$ cat config.mk
export PLATFORM = sky130hd
export DESIGN_NAME = clock_synth_scratch_ddc_regs
export DESIGN_NICKNAME = d
export VERILOG_FILES = /design/src/clock_synth_scratch_ddc_pkg.sv /design/src/clock_synth_scratch_ddc_regs.sv
export SDC_FILE = /design/constraint.sdc
export NUM_CORES = 1
export LEC_CHECK = 0
export ABC_AREA = 1
export BUFFER_PORTS_ARGS = -buffer_cell sky130_fd_sc_hd__buf_2
export CAP_MARGIN = 20
export CORE_MARGIN = 2
export CORE_UTILIZATION = 55
export CTS_CLUSTER_SIZE = 16
export DETAILED_ROUTE_END_ITERATION = 8
export PLACE_DENSITY = 0.83
export SYNTH_ARGS = -nofsm -noshare
export SYNTH_HDL_FRONTEND = slang
export SYNTH_SLANG_ARGS = --single-unit
$ cat constraint.sdc
create_clock -name clk_in -period 2.75 [get_ports clk_in]
set_clock_uncertainty 0.2 [all_clocks]
set_input_delay 0 -clock clk_in [delete_from_list [all_inputs] [get_ports clk_in]]
set_output_delay 0 -clock clk_in [all_outputs]
set_load 0.01 [all_outputs]
$ cat src/clock_synth_scratch_ddc_pkg.sv
package clock_synth_scratch_ddc_pkg;

   // ****************************************************************
   // i/o ports of the index/data pair
   // ****************************************************************
   localparam logic [15:0] INDEX_PORT_ADDR = 16'h03c4;
   localparam logic [15:0] DATA_PORT_ADDR  = 16'h03c5;

   // ****************************************************************
   // register indices
   // ****************************************************************
   localparam logic [7:0] IDX_MEMORY_CLOCK_NUMERATOR           = 8'h6a;
   localparam logic [7:0] IDX_MEMORY_CLOCK_DENOMINATOR         = 8'h6b;
   localparam logic [7:0] IDX_VIDEO_CLOCK_NUMERATOR            = 8'h6c;
   localparam logic [7:0] IDX_VIDEO_CLOCK_DENOMINATOR_POSTDIV  = 8'h6d;
   localparam logic [7:0] IDX_SECOND_VIDEO_CLOCK_NUMERATOR     = 8'h6e;
   localparam logic [7:0] IDX_SECOND_VIDEO_CLOCK_DENOMINATOR   = 8'h6f;
   localparam logic [7:0] IDX_SCRATCH_PAD_STRAPPED             = 8'h70;
   localparam logic [7:0] IDX_SCRATCH_PAD_GENERAL              = 8'h71;
   localparam logic [7:0] IDX_TWO_WIRE_PORT_CONTROL            = 8'h72;

   // ****************************************************************
   // reset values
   // ****************************************************************
   localparam logic [7:0] RST_MEMORY_CLOCK_NUMERATOR          = 8'h5a;
   localparam logic [7:0] RST_MEMORY_CLOCK_DENOMINATOR        = 8'h20;
   localparam logic [7:0] RST_VIDEO_CLOCK_NUMERATOR           = 8'h5b;
   localparam logic [7:0] RST_VIDEO_CLOCK_DENOMINATOR_POSTDIV = 8'h2e;
   localparam logic [7:0] RST_SECOND_VIDEO_CLOCK_NUMERATOR    = 8'h5a;
   localparam logic [7:0] RST_SECOND_VIDEO_CLOCK_DENOMINATOR  = 8'h20;
   localparam logic [7:0] RST_SCRATCH_PAD                     = 8'h00;
   localparam logic [7:0] RST_TWO_WIRE_PORT_CONTROL           = 8'h00;
   localparam logic [7:0] RST_INDEX                           = 8'h00;

   // ****************************************************************
   // field positions
   // ****************************************************************
   localparam int DEN_MSB             = 5;
   localparam int POSTDIV_HALF_BIT    = 7;
   localparam int POSTDIV_QUARTER_BIT = 6;
   localparam int STRAP_MSB           = 3;
   localparam int DATA_LINE_ENABLE    = 5;
   localparam int CLOCK_LINE_ENABLE   = 4;
   localparam int DATA_LINE_STATE     = 3;
   localparam int CLOCK_LINE_STATE    = 2;
   localparam int DATA_LINE_DRIVE     = 1;
   localparam int CLOCK_LINE_DRIVE    = 0;

   // ****************************************************************
   // clock control source select
   // ****************************************************************
   localparam logic [1:0] SOURCE_SELECT_PROGRAMMED = 2'h1;

   // ****************************************************************
   // post-divider shift codes (divide by 2**shift)
   // ****************************************************************
   localparam logic [1:0] SHIFT_DIV1 = 2'h0;
   localparam logic [1:0] SHIFT_DIV2 = 2'h1;
   localparam logic [1:0] SHIFT_DIV4 = 2'h2;
   localparam logic [1:0] SHIFT_DIV8 = 2'h3;

   localparam int REFERENCE_KHZ = 14318;

endpackage

$ cat src/clock_synth_scratch_ddc_regs.sv
`timescale 1ns/1ps
// What this block does
// - registers at indices 6ah..72h, index written first, data through port 3c5h, read/write
// - memory clock numerator holds eight bits, resets to 5ah
// - memory clock denominator holds bits 5:0, bits 7:6 reserved, resets to 20h
// - memory clock is reference times numerator over denominator
// - video clock numerator holds eight bits, resets to 5bh
// - video clock denominator in bits 5:0, register resets to 2eh, post-divider zero
// - video clock is reference times numerator over denominator, then post-divided
// - post-divider 00 none, bit7 alone half, bit6 alone quarter, both eighth
// - quarter and eighth only when a source select bit is set
// - second video clock numerator holds eight bits, resets to 5ah
// - second video clock denominator in bits 5:0, bits 7:6 reserved, resets 20h
// - first scratch low nibble captured from memory data pins on the first enabled edge after reset
// - second scratch register is eight plain read/write bits
// - two-wire port register resets to 00h, bits 7:6 reserved
// - enabled drive bit 0 pulls pin low, 1 releases it
// - programmed video settings act only with select 01 and source enable set
module clock_synth_scratch_ddc_regs #(
   parameter int IO_ADDR_WIDTH = 16,
   parameter int DATA_WIDTH    = 8
) (
   // clock, reset, enable
   input  wire logic                     clk_in,
   input  wire logic                     rst_in,
   input  wire logic                     ce_in,
   // host i/o port
   input  wire logic [IO_ADDR_WIDTH-1:0] io_addr_in,
   input  wire logic                     io_wr_in,
   input  wire logic                     io_rd_in,
   input  wire logic [DATA_WIDTH-1:0]    io_wdata_in,
   output logic      [DATA_WIDTH-1:0]    io_rdata_out,
   output logic                          io_rdata_valid_out,
   // clock control from the neighbouring register
   input  wire logic [1:0]               clock_source_select_in,
   input  wire logic                     clock_source_enable_in,
   // power-on straps
   input  wire logic [3:0]               memory_data_pins_in,
   // synthesizer settings
   output logic      [7:0]               memory_clock_numerator_value_out,
   output logic      [5:0]               memory_clock_denominator_value_out,
   output logic      [7:0]               video_clock_numerator_value_out,
   output logic      [5:0]               video_clock_denominator_value_out,
   output logic      [1:0]               video_post_divide_shift_out,
   output logic                          video_clock_programmed_out,
   output logic      [7:0]               second_video_numerator_value_out,
   output logic      [5:0]               second_video_denominator_value_out,
   // two-wire pins, open drain
   input  wire logic                     user_data_pin_in,
   output logic                          user_data_pin_out,
   output logic                          user_data_pin_oe_n_out,
   input  wire logic                     user_clock_pin_in,
   output logic                          user_clock_pin_out,
   output logic                          user_clock_pin_oe_n_out
);

   // ****************************************************************
   // elaboration checks
   // ****************************************************************
   if (DATA_WIDTH != 8) begin : g_bad_width
      $error("data width must be 8");
   end
   if (IO_ADDR_WIDTH < 10 || IO_ADDR_WIDTH > 16) begin : g_bad_addr
      $error("i/o address width must be 10 to 16");
   end

   // ****************************************************************
   // state
   // ****************************************************************
   typedef struct packed {
      logic [7:0] index;
      logic [7:0] mclk_num;
      logic [5:0] mclk_den;
      logic [7:0] vclk_num;
      logic [1:0] post_divider;
      logic [5:0] vclk_den;
      logic [7:0] second_video_clock_num;
      logic [5:0] second_video_clock_den;
      logic [7:0] scratch_strapped;
      logic [7:0] scratch_general;
      logic       data_line_port_enable;
      logic       clock_line_port_enable;
      logic       data_line_drive;
      logic       clock_line_drive;
      logic       strap_done;
      logic [1:0] post_shift;
      logic       vclk_programmed;
      logic [7:0] rdata;
      logic       rd_valid;
   } state_type;

   state_type state_reg;
   state_type state_next;

   logic [15:0] addr_ext;
   logic        index_wr;
   logic        index_rd;
   logic        data_wr;
   logic        data_rd;
   logic [7:0]  read_mux;
   logic        data_line_pulled;
   logic        clock_line_pulled;

   assign addr_ext = 16'(io_addr_in);
   assign index_wr = io_wr_in && (addr_ext == clock_synth_scratch_ddc_pkg::INDEX_PORT_ADDR);
   assign index_rd = io_rd_in && (addr_ext == clock_synth_scratch_ddc_pkg::INDEX_PORT_ADDR);
   assign data_wr  = io_wr_in && (addr_ext == clock_synth_scratch_ddc_pkg::DATA_PORT_ADDR);
   assign data_rd  = io_rd_in && (addr_ext == clock_synth_scratch_ddc_pkg::DATA_PORT_ADDR);

   // ****************************************************************
   // read data
   // ****************************************************************
   // indices outside this group belong to other banks; they read zero here
   always_comb begin
      read_mux = 8'h00;
      unique case (state_reg.index)
         clock_synth_scratch_ddc_pkg::IDX_MEMORY_CLOCK_NUMERATOR:
            read_mux = state_reg.mclk_num;
         clock_synth_scratch_ddc_pkg::IDX_MEMORY_CLOCK_DENOMINATOR:
            read_mux = {2'h0, state_reg.mclk_den};
         clock_synth_scratch_ddc_pkg::IDX_VIDEO_CLOCK_NUMERATOR:
            read_mux = state_reg.vclk_num;
         clock_synth_scratch_ddc_pkg::IDX_VIDEO_CLOCK_DENOMINATOR_POSTDIV:
            read_mux = {state_reg.post_divider, state_reg.vclk_den};
         clock_synth_scratch_ddc_pkg::IDX_SECOND_VIDEO_CLOCK_NUMERATOR:
            read_mux = state_reg.second_video_clock_num;
         clock_synth_scratch_ddc_pkg::IDX_SECOND_VIDEO_CLOCK_DENOMINATOR:
            read_mux = {2'h0, state_reg.second_video_clock_den};
         clock_synth_scratch_ddc_pkg::IDX_SCRATCH_PAD_STRAPPED:
            read_mux = state_reg.scratch_strapped;
         clock_synth_scratch_ddc_pkg::IDX_SCRATCH_PAD_GENERAL:
            read_mux = state_reg.scratch_general;
         clock_synth_scratch_ddc_pkg::IDX_TWO_WIRE_PORT_CONTROL:
            read_mux = {2'h0, state_reg.data_line_port_enable, state_reg.clock_line_port_enable,
                        user_data_pin_in, user_clock_pin_in,
                        state_reg.data_line_drive, state_reg.clock_line_drive};
         default:
            read_mux = 8'h00;
      endcase
   end

   // ****************************************************************
   // next state
   // ****************************************************************
   always_comb begin
      state_next = state_reg;
      state_next.rd_valid = 1'b0;
      // straps are taken on the first enabled edge after reset release
      if (!state_reg.strap_done) begin
         state_next.scratch_strapped[clock_synth_scratch_ddc_pkg::STRAP_MSB:0] =
            memory_data_pins_in;
         state_next.strap_done = 1'b1;
      end
      if (index_wr) begin
         state_next.index = io_wdata_in;
      end
      if (index_rd) begin
         state_next.rdata    = state_reg.index;
         state_next.rd_valid = 1'b1;
      end
      if (data_rd) begin
         state_next.rdata    = read_mux;
         state_next.rd_valid = 1'b1;
      end
      if (data_wr) begin
         unique case (state_reg.index)
            clock_synth_scratch_ddc_pkg::IDX_MEMORY_CLOCK_NUMERATOR:
               state_next.mclk_num = io_wdata_in;
            clock_synth_scratch_ddc_pkg::IDX_MEMORY_CLOCK_DENOMINATOR:
               state_next.mclk_den = io_wdata_in[clock_synth_scratch_ddc_pkg::DEN_MSB:0];
            clock_synth_scratch_ddc_pkg::IDX_VIDEO_CLOCK_NUMERATOR:
               state_next.vclk_num = io_wdata_in;
            clock_synth_scratch_ddc_pkg::IDX_VIDEO_CLOCK_DENOMINATOR_POSTDIV: begin
               state_next.vclk_den     = io_wdata_in[clock_synth_scratch_ddc_pkg::DEN_MSB:0];
               state_next.post_divider = io_wdata_in[7:6];
            end
            clock_synth_scratch_ddc_pkg::IDX_SECOND_VIDEO_CLOCK_NUMERATOR:
               state_next.second_video_clock_num = io_wdata_in;
            clock_synth_scratch_ddc_pkg::IDX_SECOND_VIDEO_CLOCK_DENOMINATOR:
               state_next.second_video_clock_den = io_wdata_in[clock_synth_scratch_ddc_pkg::DEN_MSB:0];
            clock_synth_scratch_ddc_pkg::IDX_SCRATCH_PAD_STRAPPED:
               state_next.scratch_strapped = io_wdata_in;
            clock_synth_scratch_ddc_pkg::IDX_SCRATCH_PAD_GENERAL:
               state_next.scratch_general = io_wdata_in;
            clock_synth_scratch_ddc_pkg::IDX_TWO_WIRE_PORT_CONTROL: begin
               // status bits and bits 7:6 are not stored
               state_next.data_line_port_enable =
                  io_wdata_in[clock_synth_scratch_ddc_pkg::DATA_LINE_ENABLE];
               state_next.clock_line_port_enable =
                  io_wdata_in[clock_synth_scratch_ddc_pkg::CLOCK_LINE_ENABLE];
               state_next.data_line_drive  = io_wdata_in[clock_synth_scratch_ddc_pkg::DATA_LINE_DRIVE];
               state_next.clock_line_drive = io_wdata_in[clock_synth_scratch_ddc_pkg::CLOCK_LINE_DRIVE];
            end
            default: begin
            end
         endcase
      end
      // post-divider: bit 7 halves, bit 6 quarters; bit 6 needs a source select bit
      if (clock_source_select_in != 2'h0) begin
         unique case ({state_reg.post_divider[0], state_reg.post_divider[1]})
            2'h0:    state_next.post_shift = clock_synth_scratch_ddc_pkg::SHIFT_DIV1;
            2'h1:    state_next.post_shift = clock_synth_scratch_ddc_pkg::SHIFT_DIV2;
            2'h2:    state_next.post_shift = clock_synth_scratch_ddc_pkg::SHIFT_DIV4;
            default: state_next.post_shift = clock_synth_scratch_ddc_pkg::SHIFT_DIV8;
         endcase
      end else begin
         // quarter and eighth are not available; bit 7 alone still halves
         state_next.post_shift = state_reg.post_divider[1] ?
                                 clock_synth_scratch_ddc_pkg::SHIFT_DIV2 :
                                 clock_synth_scratch_ddc_pkg::SHIFT_DIV1;
      end
      state_next.vclk_programmed = clock_source_enable_in &&
         (clock_source_select_in == clock_synth_scratch_ddc_pkg::SOURCE_SELECT_PROGRAMMED);
   end

   // ****************************************************************
   // state register
   // ****************************************************************
   always_ff @(posedge clk_in or posedge rst_in) begin
      if (rst_in) begin
         state_reg.index                  <= clock_synth_scratch_ddc_pkg::RST_INDEX;
         state_reg.mclk_num               <= clock_synth_scratch_ddc_pkg::RST_MEMORY_CLOCK_NUMERATOR;
         state_reg.mclk_den               <= clock_synth_scratch_ddc_pkg::RST_MEMORY_CLOCK_DENOMINATOR[5:0];
         state_reg.vclk_num               <= clock_synth_scratch_ddc_pkg::RST_VIDEO_CLOCK_NUMERATOR;
         state_reg.post_divider           <=
            clock_synth_scratch_ddc_pkg::RST_VIDEO_CLOCK_DENOMINATOR_POSTDIV[7:6];
         state_reg.vclk_den               <=
            clock_synth_scratch_ddc_pkg::RST_VIDEO_CLOCK_DENOMINATOR_POSTDIV[5:0];
         state_reg.second_video_clock_num              <= clock_synth_scratch_ddc_pkg::RST_SECOND_VIDEO_CLOCK_NUMERATOR;
         state_reg.second_video_clock_den              <=
            clock_synth_scratch_ddc_pkg::RST_SECOND_VIDEO_CLOCK_DENOMINATOR[5:0];
         state_reg.scratch_strapped       <= clock_synth_scratch_ddc_pkg::RST_SCRATCH_PAD;
         state_reg.scratch_general        <= clock_synth_scratch_ddc_pkg::RST_SCRATCH_PAD;
         state_reg.data_line_port_enable  <= clock_synth_scratch_ddc_pkg::RST_TWO_WIRE_PORT_CONTROL[5];
         state_reg.clock_line_port_enable <= clock_synth_scratch_ddc_pkg::RST_TWO_WIRE_PORT_CONTROL[4];
         state_reg.data_line_drive        <= clock_synth_scratch_ddc_pkg::RST_TWO_WIRE_PORT_CONTROL[1];
         state_reg.clock_line_drive       <= clock_synth_scratch_ddc_pkg::RST_TWO_WIRE_PORT_CONTROL[0];
         state_reg.strap_done             <= 1'b0;
         state_reg.post_shift             <= clock_synth_scratch_ddc_pkg::SHIFT_DIV1;
         state_reg.vclk_programmed        <= 1'b0;
         state_reg.rdata                  <= 8'h00;
         state_reg.rd_valid               <= 1'b0;
      end else if (ce_in) begin
         state_reg <= state_next;
      end
   end

   // ****************************************************************
   // outputs
   // ****************************************************************
   // frequency = reference * num / den / 2**shift is formed by the analog synthesizer
   assign memory_clock_numerator_value_out   = state_reg.mclk_num;
   assign memory_clock_denominator_value_out = state_reg.mclk_den;
   assign video_clock_numerator_value_out    = state_reg.vclk_num;
   assign video_clock_denominator_value_out  = state_reg.vclk_den;
   assign video_post_divide_shift_out        = state_reg.post_shift;
   assign video_clock_programmed_out         = state_reg.vclk_programmed;
   assign second_video_numerator_value_out   = state_reg.second_video_clock_num;
   assign second_video_denominator_value_out = state_reg.second_video_clock_den;
   assign io_rdata_out                       = state_reg.rdata;
   assign io_rdata_valid_out                 = state_reg.rd_valid;

   // open drain: the pin only ever sinks, so the data level is a constant low
   assign data_line_pulled        = state_reg.data_line_port_enable && !state_reg.data_line_drive;
   assign clock_line_pulled       = state_reg.clock_line_port_enable && !state_reg.clock_line_drive;
   assign user_data_pin_out       = 1'b0;
   assign user_clock_pin_out      = 1'b0;
   assign user_data_pin_oe_n_out  = !data_line_pulled;
   assign user_clock_pin_oe_n_out = !clock_line_pulled;
endmodule

**After elaboration in Yosys (flattened, before gate mapping)**

Index checks and enable logic that the tools add are counted.

- Multiplexer cells: 11
- Eq/ne operators: 14
- Reductions and logical operators: 25

Operators by type and width:

| kind | count |
|---|---|
| 8-bit by 7-bit == test with 1-bit output (second input constant) | 9 |
| 8-bit case mux with 9 select lines | 1 |
| 16-bit by 10-bit == test with 1-bit output (second input constant) | 2 |
| 3-bit AND reduction | 9 |
| 9-bit 2-to-1 mux | 2 |
| 16-bit 2-to-1 mux | 1 |
| 4-bit 2-to-1 mux | 3 |
| 8-bit 2-to-1 mux | 1 |
| 1-bit logical AND | 7 |
| 2-bit case mux with 3 select lines | 1 |
| 2-bit by 1-bit == test with 1-bit output (second input constant) | 2 |
| 1-bit zero test | 4 |
| 2-bit AND reduction | 2 |
| 2-bit nonzero test | 2 |
| 2-bit == test (second input constant) | 1 |
| 2-bit zero test | 1 |
| 2-bit 2-to-1 mux | 1 |
| 1-bit 2-to-1 mux | 1 |

- Input bits: 38
- Bits in registers: 85
- Output and inout bits: 58

**Depth between registers and ports, before layout**

- Depth after elaboration: 4
- Depth in mapped cells: 12

**Worst setup path before layout**

Ideal clock, no wire load.

- Path type: register to register
- Start: reg state_reg[84] (netlist bit)
- End: reg state_reg, in the netlist second_video_denominator_value_out[0]
- Arrival: 1.426 ns
- Path slack: 0.997 ns
- Stages on the path, launching flop included: 9
- Setup time: 0.127 ns
- Period minus slack after synthesis: 1.753 ns
- Cell sequence: dfrtp_1 inv_1 nand2_1 nor2_4 buf_2 nand3_2 buf_2 nand2_1 o21ai_1

- Word-level cells in the longest chain between the ends: 2

RTL lines:

| what | line | source |
|---|---|---|
| from (decl) | clock_synth_scratch_ddc_regs.sv:92 | `state_type state_reg;` |
| from (signal assigned) | clock_synth_scratch_ddc_regs.sv:244 | `state_reg <= state_next;` |
| 8-bit by 7-bit == test with 1-bit output | clock_synth_scratch_ddc_regs.sv:166 | `unique case (state_reg.index)` |
| 3-bit AND reduction (no line) | n/a |  |

No other way between the ends.
A chain may end at the register's enable or synchronous reset.

**Final worst setup path**

- Start: reg state_reg[84] (netlist bit)
- End: reg state_reg[27] (netlist bit)

- Word-level cells in the longest chain between the ends: 3

RTL lines:

| what | line | source |
|---|---|---|
| 8-bit by 7-bit == test with 1-bit output | clock_synth_scratch_ddc_regs.sv:166 |  |
| 4-bit 2-to-1 mux | clock_synth_scratch_ddc_regs.sv:166 |  |
| 16-bit 2-to-1 mux | clock_synth_scratch_ddc_regs.sv:165 | `if (data_wr) begin` |

No other way between the ends.

==> flow_summary_export.csv <==
group,metric,value,unit
floorplan,ioPinCount,96,
clock_tree,clkTransAtPathRegs,0.09,ns
clock_tree,cts_setup_buffers,0,
clock_tree,numCtsBuffers,9,
power_and_ir_drop,p_leak,2.68,nW
timing,fmax,396,MHz
min_path,min_path_type,"in2reg",
clock_tree,clk_latency,0.36,ns
finish,final_layout_size_suffix_gt1_frac,0.221,
finish,multiInputGateArea,0.00191,mm2
floorplan,dieArea,0.00937,mm2
synthesis,synthArstFlopShare,1.00,
synthesis,synth_ff_type,"dfrtp_1",
timing,timing.final.crit_share,0.917,
finish,regArea,0.00215,mm2
critical_path,worst_path_max_delay_cell,"dlygate4sd3_1",
clock_tree,cts.sinks,85,
power_and_ir_drop,seq_power_share,0.515,
critical_path,cp.required,2.85,ns
critical_path,worst-path-max-fanout,26,
synthesis,syn_area_per_cell,7.77,um2
drt,wl,12.6,mm
synthesis,netlist_area,0.00474,mm2
finish,final_common_cell,"nand2_1",
timing,tns,0,ns
critical_path,slowest_delay,0.56,ns
floorplan,dieWidth,96.8,um
status,status,"completed",
timing,finalMaxSlewViolations,0,
placement,port_buffers,93,
clock_tree,clk_root_buffer_cell,"clkbuf_8",
clock_tree,cts_tree,"done",
floorplan,die_y,96.8,um
synthesis,yosysSeqAreaShare,0.454,
floorplan,std_cell_rows,33,
synthesis,synth_edf_count,0,
synthesis,syn_inst,610,
global_route,grt_usage,0.276,
drt,drtPass1Iterations,5,
drt,num_vias,4229,
drt,drc,0,
timing,hold_viol_final,0,
power_and_ir_drop,p_sw,565,uW
critical_path,path_cells,"inv_1, nand2_1, nor2_2, buf_6, nand2_1, o21ai_0, inv_1, o21ai_0, dlygate4sd3_1, nand2_1, nand2_1",
finish,fillerInstances,717,
drt,final_antenna_net_count,0,
global_route,grt-ovfl-total,0,
finish,final_cell_mix,"182 x nand2_1, 93 x buf_2, 70 x nand3_1, 66 x dfrtp_1, 52 x o21ai_1",
synthesis,netlist.area_leader.share,0.349,
floorplan,core_area,0.00830,mm2
finish,largest_reg_flops,31,
global_route,grt_pass1_vias,4042,
finish,area_growth,13.3,%
power_and_ir_drop,internal-power,1.90,mW
power_and_ir_drop,switching_share,0.229,
timing,fin_crit,2.52,ns
clock_tree,cts_htree_levels,3,
synthesis,synth.largest_area_cell,"dfrtp_1",
critical_path,critical_path_class,"reg2reg",
timing,worstMarginPinSlew,0.725,ns
power_and_ir_drop,power_density,460,mW/mm2
synthesis,ys_seq_elements,85,
clock_tree,clockBufferDepth,2,
drt,wl_per_cell,16.0,um
placement,hpwlAfterDp,8.80,mm
finish,diodes,0,
global_route,grt_pass1_wl,20.5,mm
timing,setup_viol,0,
power_and_ir_drop,clockPowerShare,0.412,
critical_path,cp-end-kind,"flip-flop",
floorplan,start_util,0.571,
critical_path,arrival,2.63,ns
global_route,antenna_found_initial,0,
power_and_ir_drop,peakVddDrop,0.327,mV
critical_path,startpoint_type,"flip-flop",
drt,vias_per_cell,5.39,
timing,maxSlewHeadroom,0.515,
power_and_ir_drop,comb_power_share,0.074,
critical_path,critPathMostFrequentCell,"nand2_1",
timing,rsz0062_at_grt,"no",
synthesis,synth.area.top_cells,"dfrtp_1 35%, nand2_1 14%, dfstp_2 11%",
synthesis,yosys_warnings,0,
finish,finalNetCount,713,
timing,whs,0.0467,ns
flow_run,cap_violations,0,
drt,drt_iter0_drc,329,
synthesis,yosysUniqueCellTypes,24,
placement,gp_congestion,0.948,
global_route,grt_max_degree,86,
[worst paths after layout]
check | depth (start not counted) | startpoint | endpoint | slack (ns)
worst min register to register | 2 | io_rdata_out[3] | io_rdata_out[3] | 0.28
worst max-delay path | 11 | state_reg[84] | state_reg[27] | 0.23
max in group asynchronous | 4 | rst_in | second_video_numerator_value_out[4] | 1.91
min in group asynchronous | 4 | rst_in | second_video_denominator_value_out[0] | 0.07
worst max register to register | 11 | state_reg[84] | state_reg[27] | 0.23
worst min-delay path | 9 | user_data_pin_in | io_rdata_out[3] | 0.05
[per-stage QoR]
step	total power, mW	cell area, um2	setup WS (ns)	util	std cells
2_1_floorplan	1.37	4740	0.388	-	611
3_3_place_gp	1.43	4880	0.573	0.588	744
3_5_place_dp	1.43	4880	0.617	0.588	744
4_1_cts	2.47	5360	0.135	0.646	785
5_1_grt	2.56	5370	0.0350	0.647	785
6_report	2.47	5370	0.227	0.647	785
[layer usage]
layer	part of all wire	vias to the layer above	global-route usage
met1	0.45	1987	0.385
met4	0.024	0	0.0964
met5	0	-	0
met3	0.063	26	0.0592
li1	-	2048	-
met2	0.47	168	0.428
[worst max-delay path: cells and delay by family (launching register included)]
family	cells	cell delay (ns)
buf+inv	4	0.92
simple gates	5	0.55
flops	1	0.39
compound gates	2	0.39
[what timing repair did]
item                                   in CTS  in global routing
hold buffers                               25                  0
endpoints found under the hold margin     156                  0
gates resized for setup                     0                  2
setup endpoints to repair                   0                  4
[area by class of cell]
cell class                      instances  area share
Sequential cell                        85       0.401
Multi-Input combinational cell        408       0.356
Timing Repair Buffer                  123       0.143
Inverter                               48      0.0338
Clock buffer                           13      0.0296
Tap cell                              105      0.0245
Clock inverter                          3      0.0126
[kinds of logic after synthesis]
kind of cell	after synthesis	share of synthesized area
other	1	0.000791
buffers and inverters	118	0.145
flip-flops	85	0.454
AO/OA/AOI/OAI	87	0.0919
AND/OR/NAND/NOR	319	0.308
[Yosys cell counts, types with 5 or more instances]
cell type and instances:
buf_4 54, dfrtp_1 66, nor2_1 41, inv_1 47
o21ai_1 52, nand3_4 5, o21ai_0 28, a21oi_1 7
buf_2 9, nand2_1 182, nand3_1 70, dfstp_2 19
[power by group through the flow]
stage | sequential (mW) | clock (mW) | combinational (mW)
4_1_cts | 1.27 | 1.02 | 0.180
3_5_place_dp | 1.29 | 0 | 0.138
3_3_place_gp | 1.29 | 0 | 0.133
6_report | 1.27 | 1.02 | 0.182
2_1_floorplan | 1.29 | 0 | 0.0784
5_1_grt | 1.27 | 1.08 | 0.203
Note: power is estimated with default switching activity, not from simulation.
